===== src/common/scc_defs.vh =====
// Register offsets, field positions, reset values and codes of the system clock control.
`ifndef SCC_DEFS_VH
`define SCC_DEFS_VH

`define SCC_ADDR_W 8
`define SCC_OFF_CLK_CFG 8'h00
`define SCC_OFF_STATUS 8'h04
`define SCC_OFF_ADC 8'h08
`define SCC_OFF_PWR 8'h0C
`define SCC_OFF_DSLP 8'h10
`define SCC_OFF_PWM_DIV 8'h14

`define SCC_CFG_DIV_LSB 0
`define SCC_CFG_DIV_MSB 5
`define SCC_CFG_PLL_BIT 6
`define SCC_CFG_SRC_LSB 7
`define SCC_CFG_SRC_MSB 9
`define SCC_CFG_INT_OFF_BIT 10
`define SCC_CFG_MAIN_OFF_BIT 11
`define SCC_CFG_XTAL_LSB 12
`define SCC_CFG_XTAL_MSB 16

`define SCC_ST_LOCK_BIT 0
`define SCC_ST_PLL_ACT_BIT 1
`define SCC_ST_SRC_LSB 2
`define SCC_ST_DIV_LSB 5
`define SCC_ST_INT_RUN_BIT 11
`define SCC_ST_MAIN_RUN_BIT 12
`define SCC_ST_SLEEP_BIT 13
`define SCC_ST_DEEP_BIT 14
`define SCC_ST_LOCK_LVL_BIT 15

`define SCC_PWR_SLEEP_BIT 0
`define SCC_PWR_DEEP_BIT 1
`define SCC_PWR_GATE_BIT 2

`define SCC_SRC_MAIN 3'h0
`define SCC_SRC_INT 3'h1
`define SCC_SRC_INT4 3'h2
`define SCC_SRC_EXT32 3'h3
`define SCC_SRC_INT30 3'h4

`define SCC_ADC_1MSPS 2'h0
`define SCC_ADC_500KSPS 2'h1
`define SCC_ADC_250KSPS 2'h2
`define SCC_ADC_125KSPS 2'h3

`define SCC_INT4_LAST 5'h03
`define SCC_INT30_LAST 5'h1D

`define SCC_RST_DIV 6'h00
`define SCC_RST_SRC 3'h0
`define SCC_RST_XTAL 5'h00
`define SCC_RST_ADC 2'h0
`define SCC_RST_DSLP 8'h00
`define SCC_RST_PWM_DIV 6'h00
`define SCC_NUM_PERIPH 8

`endif


===== src/hdl/scc_top.v =====
// System clock select and control: source, PLL path, divider, sleep modes.
//
// The address-and-strobe port and the register addresses are this design's own decisions.
`timescale 1ns/1ps
`default_nettype none
`include "scc_defs.vh"
module scc_top (
   // Clock and reset.
   input wire clk_i,
   input wire rst_b_i,
   // Register port.
   input wire [7:0] addr_i,
   input wire [31:0] wdata_i,
   input wire wr_i,
   input wire rd_i,
   output reg [31:0] rdata_o,
   // Oscillator and PLL pins.
   input wire main_osc_i,
   input wire int_osc_i,
   input wire ext32_osc_i,
   input wire pll_clk_i,
   input wire pll_locked_i,
   input wire hib_enabled_i,
   // Same-domain inputs.
   input wire [1:0] adc_rate_limit_i,
   input wire [7:0] wake_irq_i,
   // Oscillator and PLL controls.
   output reg main_osc_en_o,
   output reg int_osc_en_o,
   output reg pll_en_o,
   output reg [4:0] crystal_frequency_setting_o,
   // Clock enables and ADC rate.
   output reg cpu_clk_en_o,
   output reg [7:0] periph_clk_en_o,
   output reg pwm_clk_en_o,
   output reg [1:0] adc_rate_o
);

////////////////////////////////////////////////////////////////////////////////
// Power state codes.
localparam ST_RUN = 3'b001;
localparam ST_SLEEP = 3'b010;
localparam ST_DEEP = 3'b100;

// True for sources derived from the internal oscillator.
function is_internal;
   input [2:0] src;
   begin
      is_internal = (src == `SCC_SRC_INT) || (src == `SCC_SRC_INT4) ||
                    (src == `SCC_SRC_INT30);
   end
endfunction

////////////////////////////////////////////////////////////////////////////////
// Synchronisers and rising edge detect of pin inputs.
wire [5:0] pin_raw;
wire [5:0] pin_s;
reg [5:0] pin_d1_q;
assign pin_raw = {hib_enabled_i, pll_locked_i, pll_clk_i, ext32_osc_i, int_osc_i, main_osc_i};
genvar gi;
generate
   for (gi = 0; gi < 6; gi = gi + 1) begin : g_sync
      scc_sync u_sync (
         .clk_i(clk_i),
         .rst_b_i(rst_b_i),
         .async_i(pin_raw[gi]),
         .sync_o(pin_s[gi])
      );
   end
endgenerate
always @(posedge clk_i or negedge rst_b_i) begin
   if (!rst_b_i) begin
      pin_d1_q <= 6'h00;
   end else begin
      pin_d1_q <= pin_s;
   end
end
wire [5:0] pin_rise = pin_s & ~pin_d1_q;
wire main_tick = pin_rise[0];
wire int_tick = pin_rise[1];
wire ext_tick = pin_rise[2];
wire pll_tick = pin_rise[3];
wire lock_rise = pin_rise[4];
wire lock_lvl = pin_s[4];
wire hib_lvl = pin_s[5];

////////////////////////////////////////////////////////////////////////////////
// Register decode.
wire wr_cfg = wr_i && (addr_i == `SCC_OFF_CLK_CFG);
wire wr_st = wr_i && (addr_i == `SCC_OFF_STATUS);
wire wr_adc = wr_i && (addr_i == `SCC_OFF_ADC);
wire wr_pwr = wr_i && (addr_i == `SCC_OFF_PWR);
wire wr_dslp = wr_i && (addr_i == `SCC_OFF_DSLP);
wire wr_pwm = wr_i && (addr_i == `SCC_OFF_PWM_DIV);
wire [2:0] wsrc = wdata_i[`SCC_CFG_SRC_MSB:`SCC_CFG_SRC_LSB];
wire wsrc_ok = (wsrc <= `SCC_SRC_INT30) && ((wsrc != `SCC_SRC_EXT32) || hib_lvl);

// Requested configuration.
reg [5:0] div_pend_q;
reg pll_pend_q;
reg [2:0] src_pend_q;
reg int_off_q;
reg main_off_q;
reg [1:0] adc_req_q;
reg gate_en_q;
reg [7:0] dslp_mask_q;
reg [5:0] pwm_div_q;
always @(posedge clk_i or negedge rst_b_i) begin
   if (!rst_b_i) begin
      div_pend_q <= `SCC_RST_DIV;
      pll_pend_q <= 1'b0;
      src_pend_q <= `SCC_RST_SRC;
      int_off_q <= 1'b0;
      main_off_q <= 1'b0;
      crystal_frequency_setting_o <= `SCC_RST_XTAL;
      adc_req_q <= `SCC_RST_ADC;
      gate_en_q <= 1'b0;
      dslp_mask_q <= `SCC_RST_DSLP;
      pwm_div_q <= `SCC_RST_PWM_DIV;
   end else begin
      if (wr_cfg) begin
         div_pend_q <= wdata_i[`SCC_CFG_DIV_MSB:`SCC_CFG_DIV_LSB];
         pll_pend_q <= wdata_i[`SCC_CFG_PLL_BIT];
         if (wsrc_ok) begin
            src_pend_q <= wsrc;
         end
         int_off_q <= wdata_i[`SCC_CFG_INT_OFF_BIT];
         main_off_q <= wdata_i[`SCC_CFG_MAIN_OFF_BIT];
         crystal_frequency_setting_o <= wdata_i[`SCC_CFG_XTAL_MSB:`SCC_CFG_XTAL_LSB];
      end
      if (wr_adc) begin
         adc_req_q <= wdata_i[1:0];
      end
      if (wr_pwr) begin
         gate_en_q <= wdata_i[`SCC_PWR_GATE_BIT];
      end
      if (wr_dslp) begin
         dslp_mask_q <= wdata_i[7:0];
      end
      if (wr_pwm) begin
         pwm_div_q <= wdata_i[5:0];
      end
   end
end

////////////////////////////////////////////////////////////////////////////////
// Internal oscillator pre-dividers.
reg [4:0] int4_cnt_q;
reg [4:0] int30_cnt_q;
wire int4_tick = int_tick && (int4_cnt_q == `SCC_INT4_LAST);
wire int30_tick = int_tick && (int30_cnt_q == `SCC_INT30_LAST);
always @(posedge clk_i or negedge rst_b_i) begin
   if (!rst_b_i) begin
      int4_cnt_q <= 5'h00;
      int30_cnt_q <= 5'h00;
   end else if (int_tick) begin
      int4_cnt_q <= int4_tick ? 5'h00 : int4_cnt_q + 5'h01;
      int30_cnt_q <= int30_tick ? 5'h00 : int30_cnt_q + 5'h01;
   end
end

////////////////////////////////////////////////////////////////////////////////
// Active configuration and source selection.
reg [5:0] div_act_q;
reg pll_act_q;
reg [2:0] src_act_q;
reg src_tick;
always @* begin
   case (src_act_q)
      `SCC_SRC_MAIN: src_tick = main_tick;
      `SCC_SRC_INT: src_tick = int_tick;
      `SCC_SRC_INT4: src_tick = int4_tick;
      `SCC_SRC_EXT32: src_tick = ext_tick;
      `SCC_SRC_INT30: src_tick = int30_tick;
      default: src_tick = main_tick;
   endcase
end
wire path_tick = pll_act_q ? pll_tick : src_tick;
wire sys_tick;
scc_clk_div u_sys_div (
   .clk_i(clk_i),
   .rst_b_i(rst_b_i),
   .tick_i(path_tick),
   .ratio_m1_i(div_act_q),
   .tick_o(sys_tick)
);
wire apply = sys_tick && (!pll_pend_q || lock_lvl);
always @(posedge clk_i or negedge rst_b_i) begin
   if (!rst_b_i) begin
      div_act_q <= `SCC_RST_DIV;
      pll_act_q <= 1'b0;
      src_act_q <= `SCC_RST_SRC;
   end else if (apply) begin
      div_act_q <= div_pend_q;
      pll_act_q <= pll_pend_q;
      src_act_q <= src_pend_q;
   end
end

// Oscillator enables: the one clocking the device cannot be turned off.
wire main_in_use = (src_act_q == `SCC_SRC_MAIN) || pll_act_q || pll_pend_q;
wire int_in_use = is_internal(src_act_q) || is_internal(src_pend_q);
always @(posedge clk_i or negedge rst_b_i) begin
   if (!rst_b_i) begin
      main_osc_en_o <= 1'b1;
      int_osc_en_o <= 1'b1;
      pll_en_o <= 1'b0;
   end else begin
      main_osc_en_o <= !main_off_q || main_in_use;
      int_osc_en_o <= !int_off_q || int_in_use;
      pll_en_o <= pll_pend_q || pll_act_q;
   end
end

////////////////////////////////////////////////////////////////////////////////
// Lock flag: set wins over a write-one clear.
reg lock_flag_q;
always @(posedge clk_i or negedge rst_b_i) begin
   if (!rst_b_i) begin
      lock_flag_q <= 1'b0;
   end else begin
      lock_flag_q <= lock_rise || (lock_flag_q && !(wr_st && wdata_i[`SCC_ST_LOCK_BIT]));
   end
end

////////////////////////////////////////////////////////////////////////////////
// Power state machine.
reg [2:0] pst_q;
reg [2:0] pst_d;
wire deep_wake = gate_en_q ? |(wake_irq_i & dslp_mask_q) : |wake_irq_i;
always @* begin
   pst_d = pst_q;
   case (pst_q)
      ST_RUN: begin
         if (wr_pwr && wdata_i[`SCC_PWR_DEEP_BIT]) begin
            pst_d = ST_DEEP;
         end else if (wr_pwr && wdata_i[`SCC_PWR_SLEEP_BIT]) begin
            pst_d = ST_SLEEP;
         end
      end
      ST_SLEEP: begin
         if (|wake_irq_i) begin
            pst_d = ST_RUN;
         end
      end
      ST_DEEP: begin
         if (deep_wake) begin
            pst_d = ST_RUN;
         end
      end
      default: pst_d = ST_RUN;
   endcase
end
always @(posedge clk_i or negedge rst_b_i) begin
   if (!rst_b_i) begin
      pst_q <= ST_RUN;
   end else begin
      pst_q <= pst_d;
   end
end

////////////////////////////////////////////////////////////////////////////////
// Clock enables to processor, peripherals and PWM.
wire pwm_tick;
scc_clk_div u_pwm_div (
   .clk_i(clk_i),
   .rst_b_i(rst_b_i),
   .tick_i(sys_tick),
   .ratio_m1_i(pwm_div_q),
   .tick_o(pwm_tick)
);
wire [7:0] periph_keep = (pst_q == ST_DEEP && gate_en_q) ? dslp_mask_q : 8'hFF;
always @(posedge clk_i or negedge rst_b_i) begin
   if (!rst_b_i) begin
      cpu_clk_en_o <= 1'b0;
      periph_clk_en_o <= 8'h00;
      pwm_clk_en_o <= 1'b0;
   end else begin
      cpu_clk_en_o <= sys_tick && (pst_q == ST_RUN);
      periph_clk_en_o <= {8{sys_tick}} & periph_keep;
      pwm_clk_en_o <= pwm_tick;
   end
end

////////////////////////////////////////////////////////////////////////////////
// ADC rate in use: the slower of request and hardware limit.
always @(posedge clk_i or negedge rst_b_i) begin
   if (!rst_b_i) begin
      adc_rate_o <= `SCC_RST_ADC;
   end else begin
      adc_rate_o <= (adc_req_q > adc_rate_limit_i) ? adc_req_q : adc_rate_limit_i;
   end
end

////////////////////////////////////////////////////////////////////////////////
// Read data, valid only in the cycle after the read strobe.
reg [31:0] rd_mux;
always @* begin
   rd_mux = 32'h0000_0000;
   case (addr_i)
      `SCC_OFF_CLK_CFG: begin
         rd_mux[`SCC_CFG_DIV_MSB:`SCC_CFG_DIV_LSB] = div_pend_q;
         rd_mux[`SCC_CFG_PLL_BIT] = pll_pend_q;
         rd_mux[`SCC_CFG_SRC_MSB:`SCC_CFG_SRC_LSB] = src_pend_q;
         rd_mux[`SCC_CFG_INT_OFF_BIT] = int_off_q;
         rd_mux[`SCC_CFG_MAIN_OFF_BIT] = main_off_q;
         rd_mux[`SCC_CFG_XTAL_MSB:`SCC_CFG_XTAL_LSB] = crystal_frequency_setting_o;
      end
      `SCC_OFF_STATUS: begin
         rd_mux[`SCC_ST_LOCK_BIT] = lock_flag_q;
         rd_mux[`SCC_ST_PLL_ACT_BIT] = pll_act_q;
         rd_mux[`SCC_ST_SRC_LSB+2:`SCC_ST_SRC_LSB] = src_act_q;
         rd_mux[`SCC_ST_DIV_LSB+5:`SCC_ST_DIV_LSB] = div_act_q;
         rd_mux[`SCC_ST_INT_RUN_BIT] = int_osc_en_o;
         rd_mux[`SCC_ST_MAIN_RUN_BIT] = main_osc_en_o;
         rd_mux[`SCC_ST_SLEEP_BIT] = (pst_q == ST_SLEEP);
         rd_mux[`SCC_ST_DEEP_BIT] = (pst_q == ST_DEEP);
         rd_mux[`SCC_ST_LOCK_LVL_BIT] = lock_lvl;
      end
      `SCC_OFF_ADC: begin
         rd_mux[1:0] = adc_req_q;
         rd_mux[3:2] = adc_rate_o;
      end
      `SCC_OFF_PWR: rd_mux[`SCC_PWR_GATE_BIT] = gate_en_q;
      `SCC_OFF_DSLP: rd_mux[7:0] = dslp_mask_q;
      `SCC_OFF_PWM_DIV: rd_mux[5:0] = pwm_div_q;
      default: rd_mux = 32'h0000_0000;
   endcase
end
always @(posedge clk_i or negedge rst_b_i) begin
   if (!rst_b_i) begin
      rdata_o <= 32'h0000_0000;
   end else begin
      rdata_o <= rd_i ? rd_mux : 32'h0000_0000;
   end
end

endmodule // scc_top
`default_nettype wire


===== src/hdl/scc_sync.v =====
// Two flip-flop synchroniser for one level from outside the clock domain.
`timescale 1ns/1ps
`default_nettype none
module scc_sync (
   // Clock and reset.
   input wire clk_i,
   input wire rst_b_i,
   // Level in and synchronised level out.
   input wire async_i,
   output reg sync_o
);
reg meta_q;
always @(posedge clk_i or negedge rst_b_i) begin
   if (!rst_b_i) begin
      meta_q <= 1'b0;
      sync_o <= 1'b0;
   end else begin
      meta_q <= async_i;
      sync_o <= meta_q;
   end
end
endmodule // scc_sync
`default_nettype wire


===== src/hdl/scc_clk_div.v =====
// Tick divider with ratio 1 to 64; the ratio is taken only at a boundary.
`timescale 1ns/1ps
`default_nettype none
module scc_clk_div (
   // Clock and reset.
   input wire clk_i,
   input wire rst_b_i,
   // Input ticks and ratio minus one.
   input wire tick_i,
   input wire [5:0] ratio_m1_i,
   // Divided tick, one cycle long.
   output reg tick_o
);
reg [5:0] cnt_q;
reg [5:0] ratio_q;
always @(posedge clk_i or negedge rst_b_i) begin
   if (!rst_b_i) begin
      cnt_q <= 6'h00;
      ratio_q <= 6'h00;
      tick_o <= 1'b0;
   end else begin
      tick_o <= 1'b0;
      if (tick_i) begin
         if (cnt_q >= ratio_q) begin
            cnt_q <= 6'h00;
            tick_o <= 1'b1;
            ratio_q <= ratio_m1_i;
         end else begin
            cnt_q <= cnt_q + 6'h01;
         end
      end
   end
end
endmodule // scc_clk_div
`default_nettype wire


===== config.mk =====
export PLATFORM = sky130hd
export DESIGN_NAME = scc_top
export DESIGN_NICKNAME = d
export VERILOG_FILES = /design/src/hdl/scc_top.v /design/src/hdl/scc_sync.v /design/src/hdl/scc_clk_div.v
export VERILOG_INCLUDE_DIRS = /design/src /design/src/common
export SDC_FILE = /design/constraint.sdc
export NUM_CORES = 1
export LEC_CHECK = 0
export ABC_AREA = 1
export BUFFER_PORTS_ARGS = -buffer_cell sky130_fd_sc_hd__buf_4
export CAP_MARGIN = 20
export CORE_UTILIZATION = 60
export DETAILED_ROUTE_END_ITERATION = 10
export PLACE_DENSITY = 0.85
export SLEW_MARGIN = 25
export SYNTH_ARGS = -nofsm -noshare
export SYNTH_HDL_FRONTEND = slang
export SYNTH_SLANG_ARGS = --single-unit

===== constraint.sdc =====
create_clock -name clk_i -period 3.4 [get_ports clk_i]
set_input_delay 0.68 -clock clk_i [delete_from_list [all_inputs] [get_ports clk_i]]
set_output_delay 0.68 -clock clk_i [all_outputs]
set_load 0.03 [all_outputs]

### Word level (Yosys, flattened, before mapping)

Cells that the tools add are included.

* register bits after elaboration: 133
* word-level logic and storage cells: 144

* $add $sub $neg: 4
* $lt $le $gt $ge: 4
* equal/unequal tests: 21
* multiplexer cells: 26
* bitwise operators: 4
* reduce and logical (&&, ||, !) cells: 41

Operators with widths (count)
* 17-bit two-way mux: 1
* 8-bit bitwise AND: 2
* 8-bit by 4-bit == test with 1-bit output (second input constant): 2
* 8-bit by 5-bit == test with 1-bit output (second input constant): 2
* 1-bit logical AND: 16
* 8-bit case mux with 2 select lines: 1
* 8-bit OR reduction: 2
* 1-bit logical OR: 13
* 6-bit by 1-bit adder with 6-bit output (second input constant): 2
* 3-bit by 2-bit == test with 1-bit output (second input constant): 4
* 6-bit >= comparator: 2
* 3-bit two-way mux: 4
* 6-bit two-way mux: 2
* 5-bit by 1-bit adder with 5-bit output (second input constant): 2
* 5-bit two-way mux: 2
* 2-bit case mux with 5 select lines: 1
* 3-bit by 1-bit == test with 1-bit output (second input constant): 3
* 3-bit == test (second input constant): 3
* 3-bit case mux with 3 select lines: 1
* 8-bit by 3-bit == test with 1-bit output (second input constant): 1
* 8-bit zero test: 1
* 8-bit two-way mux: 1
* 2-bit case mux with 4 select lines: 1
* 1-bit two-way mux: 7
* other kinds (18): 24

### Longest topological paths before layout

* depth after elaboration: 6
* mapped depth: 11

### Hierarchy

A second synthesis with hierarchy kept.

* cell total of the unflattened synthesis: 689
* area total of the unflattened synthesis: 6239.7 sq um

By module, submodules not included
* scc_top: times used 1, cells an instance 499, area each 4423.0 sq um
* scc_clk_div: times used 2, cells an instance 89, area each 758.2 sq um
* scc_sync: times used 6, cells an instance 2, area each 50.0 sq um

### Worst setup path before layout

No wires, ideal clock.

* path kind: input -> register
* from: input addr_i[5]
* to: register dslp_mask_q[4]
* library setup time: 0.125 ns
* data arrival time: 1.596 ns
* slack: 1.679 ns
* stages on the path: 5
* cells stage by stage: nor2_1 nand2_1 nor3_4 nand2_4 mux2_4

* longest elaborated chain between the ends: 2

RTL lines
* start: declaration: line scc_top.v:12 `input wire [7:0] addr_i,`
* 8-bit by 5-bit == test with 1-bit output
* 1-bit logical AND: line scc_top.v:93 `` wire wr_dslp = wr_i && (addr_i == `SCC_OFF_DSLP); ``
* end signal: assignment: line scc_top.v:118 `` dslp_mask_q <= `SCC_RST_DSLP; ``
* end signal: assignment: line scc_top.v:138 `dslp_mask_q <= wdata_i[7:0];`
* end: declaration: line scc_top.v:106 `reg [7:0] dslp_mask_q;`

Every way passes these cells.
A chain may end at the register's enable or synchronous reset.

### Worst setup path after layout

* from: input addr_i[5]
* to: register src_pend_q[2]

* longest elaborated chain between the ends: 3

RTL lines
* 8-bit zero test
* 1-bit logical AND: line scc_top.v:89 `` wire wr_cfg = wr_i && (addr_i == `SCC_OFF_CLK_CFG); ``
* 2-bit AND reduction (no line)
* end signal: assignment: line scc_top.v:112 `` src_pend_q <= `SCC_RST_SRC; ``
* end signal: assignment: line scc_top.v:125 `src_pend_q <= wsrc;`
* end: declaration: line scc_top.v:101 `reg [2:0] src_pend_q;`

Every way passes these cells.

==> results by group <==
Final layout
  – Post-Route Utilization: 0.748
  – Fill count: ~630
  – Final net count: between 800 and 900
  – Layout cells sized above 1: 0.181
  – ANT cells: 0
  – Area grow syn2layout: 20.7%
  – Top Registers: rdata_o: 17 flops, dslp_mask_q: 8 flops, periph_clk_en_o: 8 flops
  – Cell Count, Final, Fillers Out: slightly above 900
  – Biggest register: rdata_o
  – Max reg flops: 17

Placement
  – Final RePlAce weighted congestion: approximately 0.90
  – IO Port Bufs: 81
  – DP HPWL: ~9.6 mm
  – Placed cells: 881

Synth
  – #FFs+latches synth: ~130
  – Top cells by area, synth: dfrtp_1 54%, nand2_1 9.9%, inv_1 5.7%
  – Yosys top cell area share: 0.537
  – Unique masters post-synth: 42
  – EDFF count, synth: 0
  – Largest area contributor in the netlist: dfrtp_1
  – Synth warn: 0
  – Top FF cell, synth: dfrtp_1
  – Cell area after synthesis: 0.00605 sq mm
  – Most common cell in the synthesized netlist: nand2_1
  – Commonest cells post-synth: 159 x nand2_1, 130 x dfrtp_1, 92 x inv_1, 69 x o21ai_0, 46 x nor2_1
  – Mapped Avg Cell Area: ~9.0 sq um
  – Synthesized instance count: a little under 700
  – Post-synthesis async set-or-reset flop share: 1.00
  – Sequential fraction of the synthesis area: 0.550

STA
  – Clk_skew: ~0.020 ns
  – Ratio of final minimum period to clock period: 0.586
  – Minimum clock period: between 1.5 and 2 ns
  – RSZ-0062 raised after global routing: no
  – Actual slew at the worst max-slew pin: roughly 0.85 ns
  – Slew HR: 0.431
  – Final hold violations: 0
  – Pins Over Slew Limit: 0
  – # setup viols final: 0
  – Post-route setup TNS: 0 ns
  – Achievable clock frequency: around 0.50 GHz

Clock network
  – Post_cts resized: 0
  – Worst skew pair latency: about 0.54 ns
  – Clock transition at path regs: roughly 0.060 ns
  – # clock sinks: about 130
  – CTS Buf Count: 17
  – H-tree depth: 4
  – CTS Hold Buffers Added: 0
  – Clock buffer depth: 2
  – CTS Root Cell: clkbuf_8
  – Post-CTS setup buffers: 0
  – CTS tree: yes

GRT
  – Number of global-route vias before repair: 4933
  – Total Routing Usage GR: 0.298
  – Global-route wire length before repair: 23.1 mm
  – Grt total ovfl: 0
  – Antenna violations before repair: 0
  – Largest net degree at the start of global routing: 67

Critical path
  – Setup CP Type: in2reg
  – CP Max Fanout: 19
  – Reg2reg start: u_sys_div.cnt_q[5]$_DFFE_PN0P_
  – Startpoint Class: primary input
  – Cell mode on critical path: nor2_4
  – R2R Setup Slk: 1.45 ns
  – Slowest CP cell: nor2_4
  – Critical Path RT: about 3.8 ns
  – Worst setup EP type: register
  – Reg2reg path depth: 7
  – Worst Setup SP: addr_i[5]
  – Critical Path Max Stage Delay: 0.38 ns
  – Worst EP arrival: about 2.4 ns
  – RR Endpoint: u_sys_div.cnt_q[3]$_DFFE_PN0P_
  – Crit-path cells: buf_4, nor2_1, nand3_1, nor2_4, inv_2, nor2_4, o211ai_2, nand2_1, o21ai_1

Routing
  – DRT Wirelength: between 10 and 15 mm
  – DR pass1 iterations: 6
  – Vias/cell: about 5.5
  – Routed Antenna Nets: 0
  – WL per Instance: 15.7 um
  – Initial drt markers: ~290
  – Drt drc: 0
  – Vias: around 5000

Worst hold path
  – Worst hold-check path type: in2async

Power
  – Internal Power: roughly 3.4 mW
  – Maximum VDD drop: 402 uV
  – Combinational share of power: 0.237
  – Leak Pwr: between 3 and 4 nW
  – PD cells: 702 mW/mm^2
  – Switching Share: 0.337
  – Net Sw Power: 1.73 mW
  – Flop pwr share: 0.416
  – Clk pwr share: 0.346

Outcome
  – Outcome: completed

Floorplanning
  – Die Y: between 100 and 150 um
  – Initial core utilization: 0.619
  – Die area: about 0.010 sq mm
  – Cell Rows: 36
  – Core Footprint: between 0.009 and 0.01 sq mm
  – Die width: slightly above 100 um
  – IO Count: ~110

Job
  – Max-Cap Viols: 0
[worst max-delay path, delay by kind of cell]
kind,cells,cell delay [ns]
and+or+nand+nor,5,1.16
AOI/OAI and AO/OA,2,0.30
buffers and inverters,2,0.24
[metrics by stage]
stage	setup slack, ns	hold WS, ns	power (mW)	area (sq um)
CTS	1.46	0.238	5.14	7310
finish	1.41	0.246	5.13	7310
global route	1.31	0.238	5.39	7310
floorplan	1.68	0.331	2.95	6110
global placement	1.01	0.333	3.25	6730
detailed placement	0.946	0.336	3.34	6730
[how the worst max path moves through the flow]
stage	slack, ns	cells after the start	end
after floorplan	1.68	5	dslp_mask_q[4]$_DFFE_PN0P_
after global placement	1.01	9	src_pend_q[1]$_DFFE_PN0P_
after detailed placement	0.95	9	src_pend_q[2]$_DFFE_PN0P_
after CTS	1.46	1	main_osc_en_o
after global routing	1.31	7	u_sys_div.cnt_q[3]$_DFFE_PN0P_
final	1.41	9	src_pend_q[2]$_DFFE_PN0P_
[final cells by class]
type | count | area, sq um | area share
sequential | 133 | 3330 | 0.456
inverter | 96 | 360 | 0.0493
multi-input combinational | 434 | 2220 | 0.304
tap | 133 | 166 | 0.0228
timing repair buffer | 85 | 651 | 0.0890
clock buffer | 21 | 449 | 0.0615
clock inverter | 11 | 126 | 0.0173
[placed cells by master (no fill, tap or decap), types with 8 or more instances in the layout]
master	synthesis	final
ha_1	20	20
nand4_1	11	11
nand3_1	29	29
dfrtp_1	130	130
clkbuf_16	0	16
buf_4	18	84
o21ai_1	8	8
nor2_1	46	46
o21ai_0	69	69
a21oi_1	25	25
conb_1	1	15
nand2_1	159	159
inv_1	92	92
[logic make-up after synthesis]
group                    after synthesis  synth area share
AO/OA/AOI/OAI                        118             0.105
AND/OR/NAND/NOR                      272             0.197
other                                  1          0.000619
XOR/XNOR                               7            0.0101
flip-flops                           133             0.550
buffers and inverters                123            0.0909
adder cells (fa/ha/maj)               20            0.0413
multiplexers                           2           0.00496
[metal layers]
layer | vias up | GRT usage | share of wire
met5 | - | 0 | 0
met4 | 0 | 0.160 | 0.044
met3 | 60 | 0.0643 | 0.062
met2 | 244 | 0.499 | 0.50
met1 | 2359 | 0.362 | 0.39
li1 | 2326 | - | -
[power by group through the flow]
stage / Combinational [mW] / Sequential (mW) / Clock (mW)
floorplan: 0.764 / 2.19 / 0
global placement: 1.11 / 2.13 / 0
global route: 1.35 / 2.17 / 1.86
CTS: 1.22 / 2.13 / 1.79
detailed placement: 1.20 / 2.15 / 0
finish: 1.22 / 2.14 / 1.78
(Power assumes the default switching activity.)
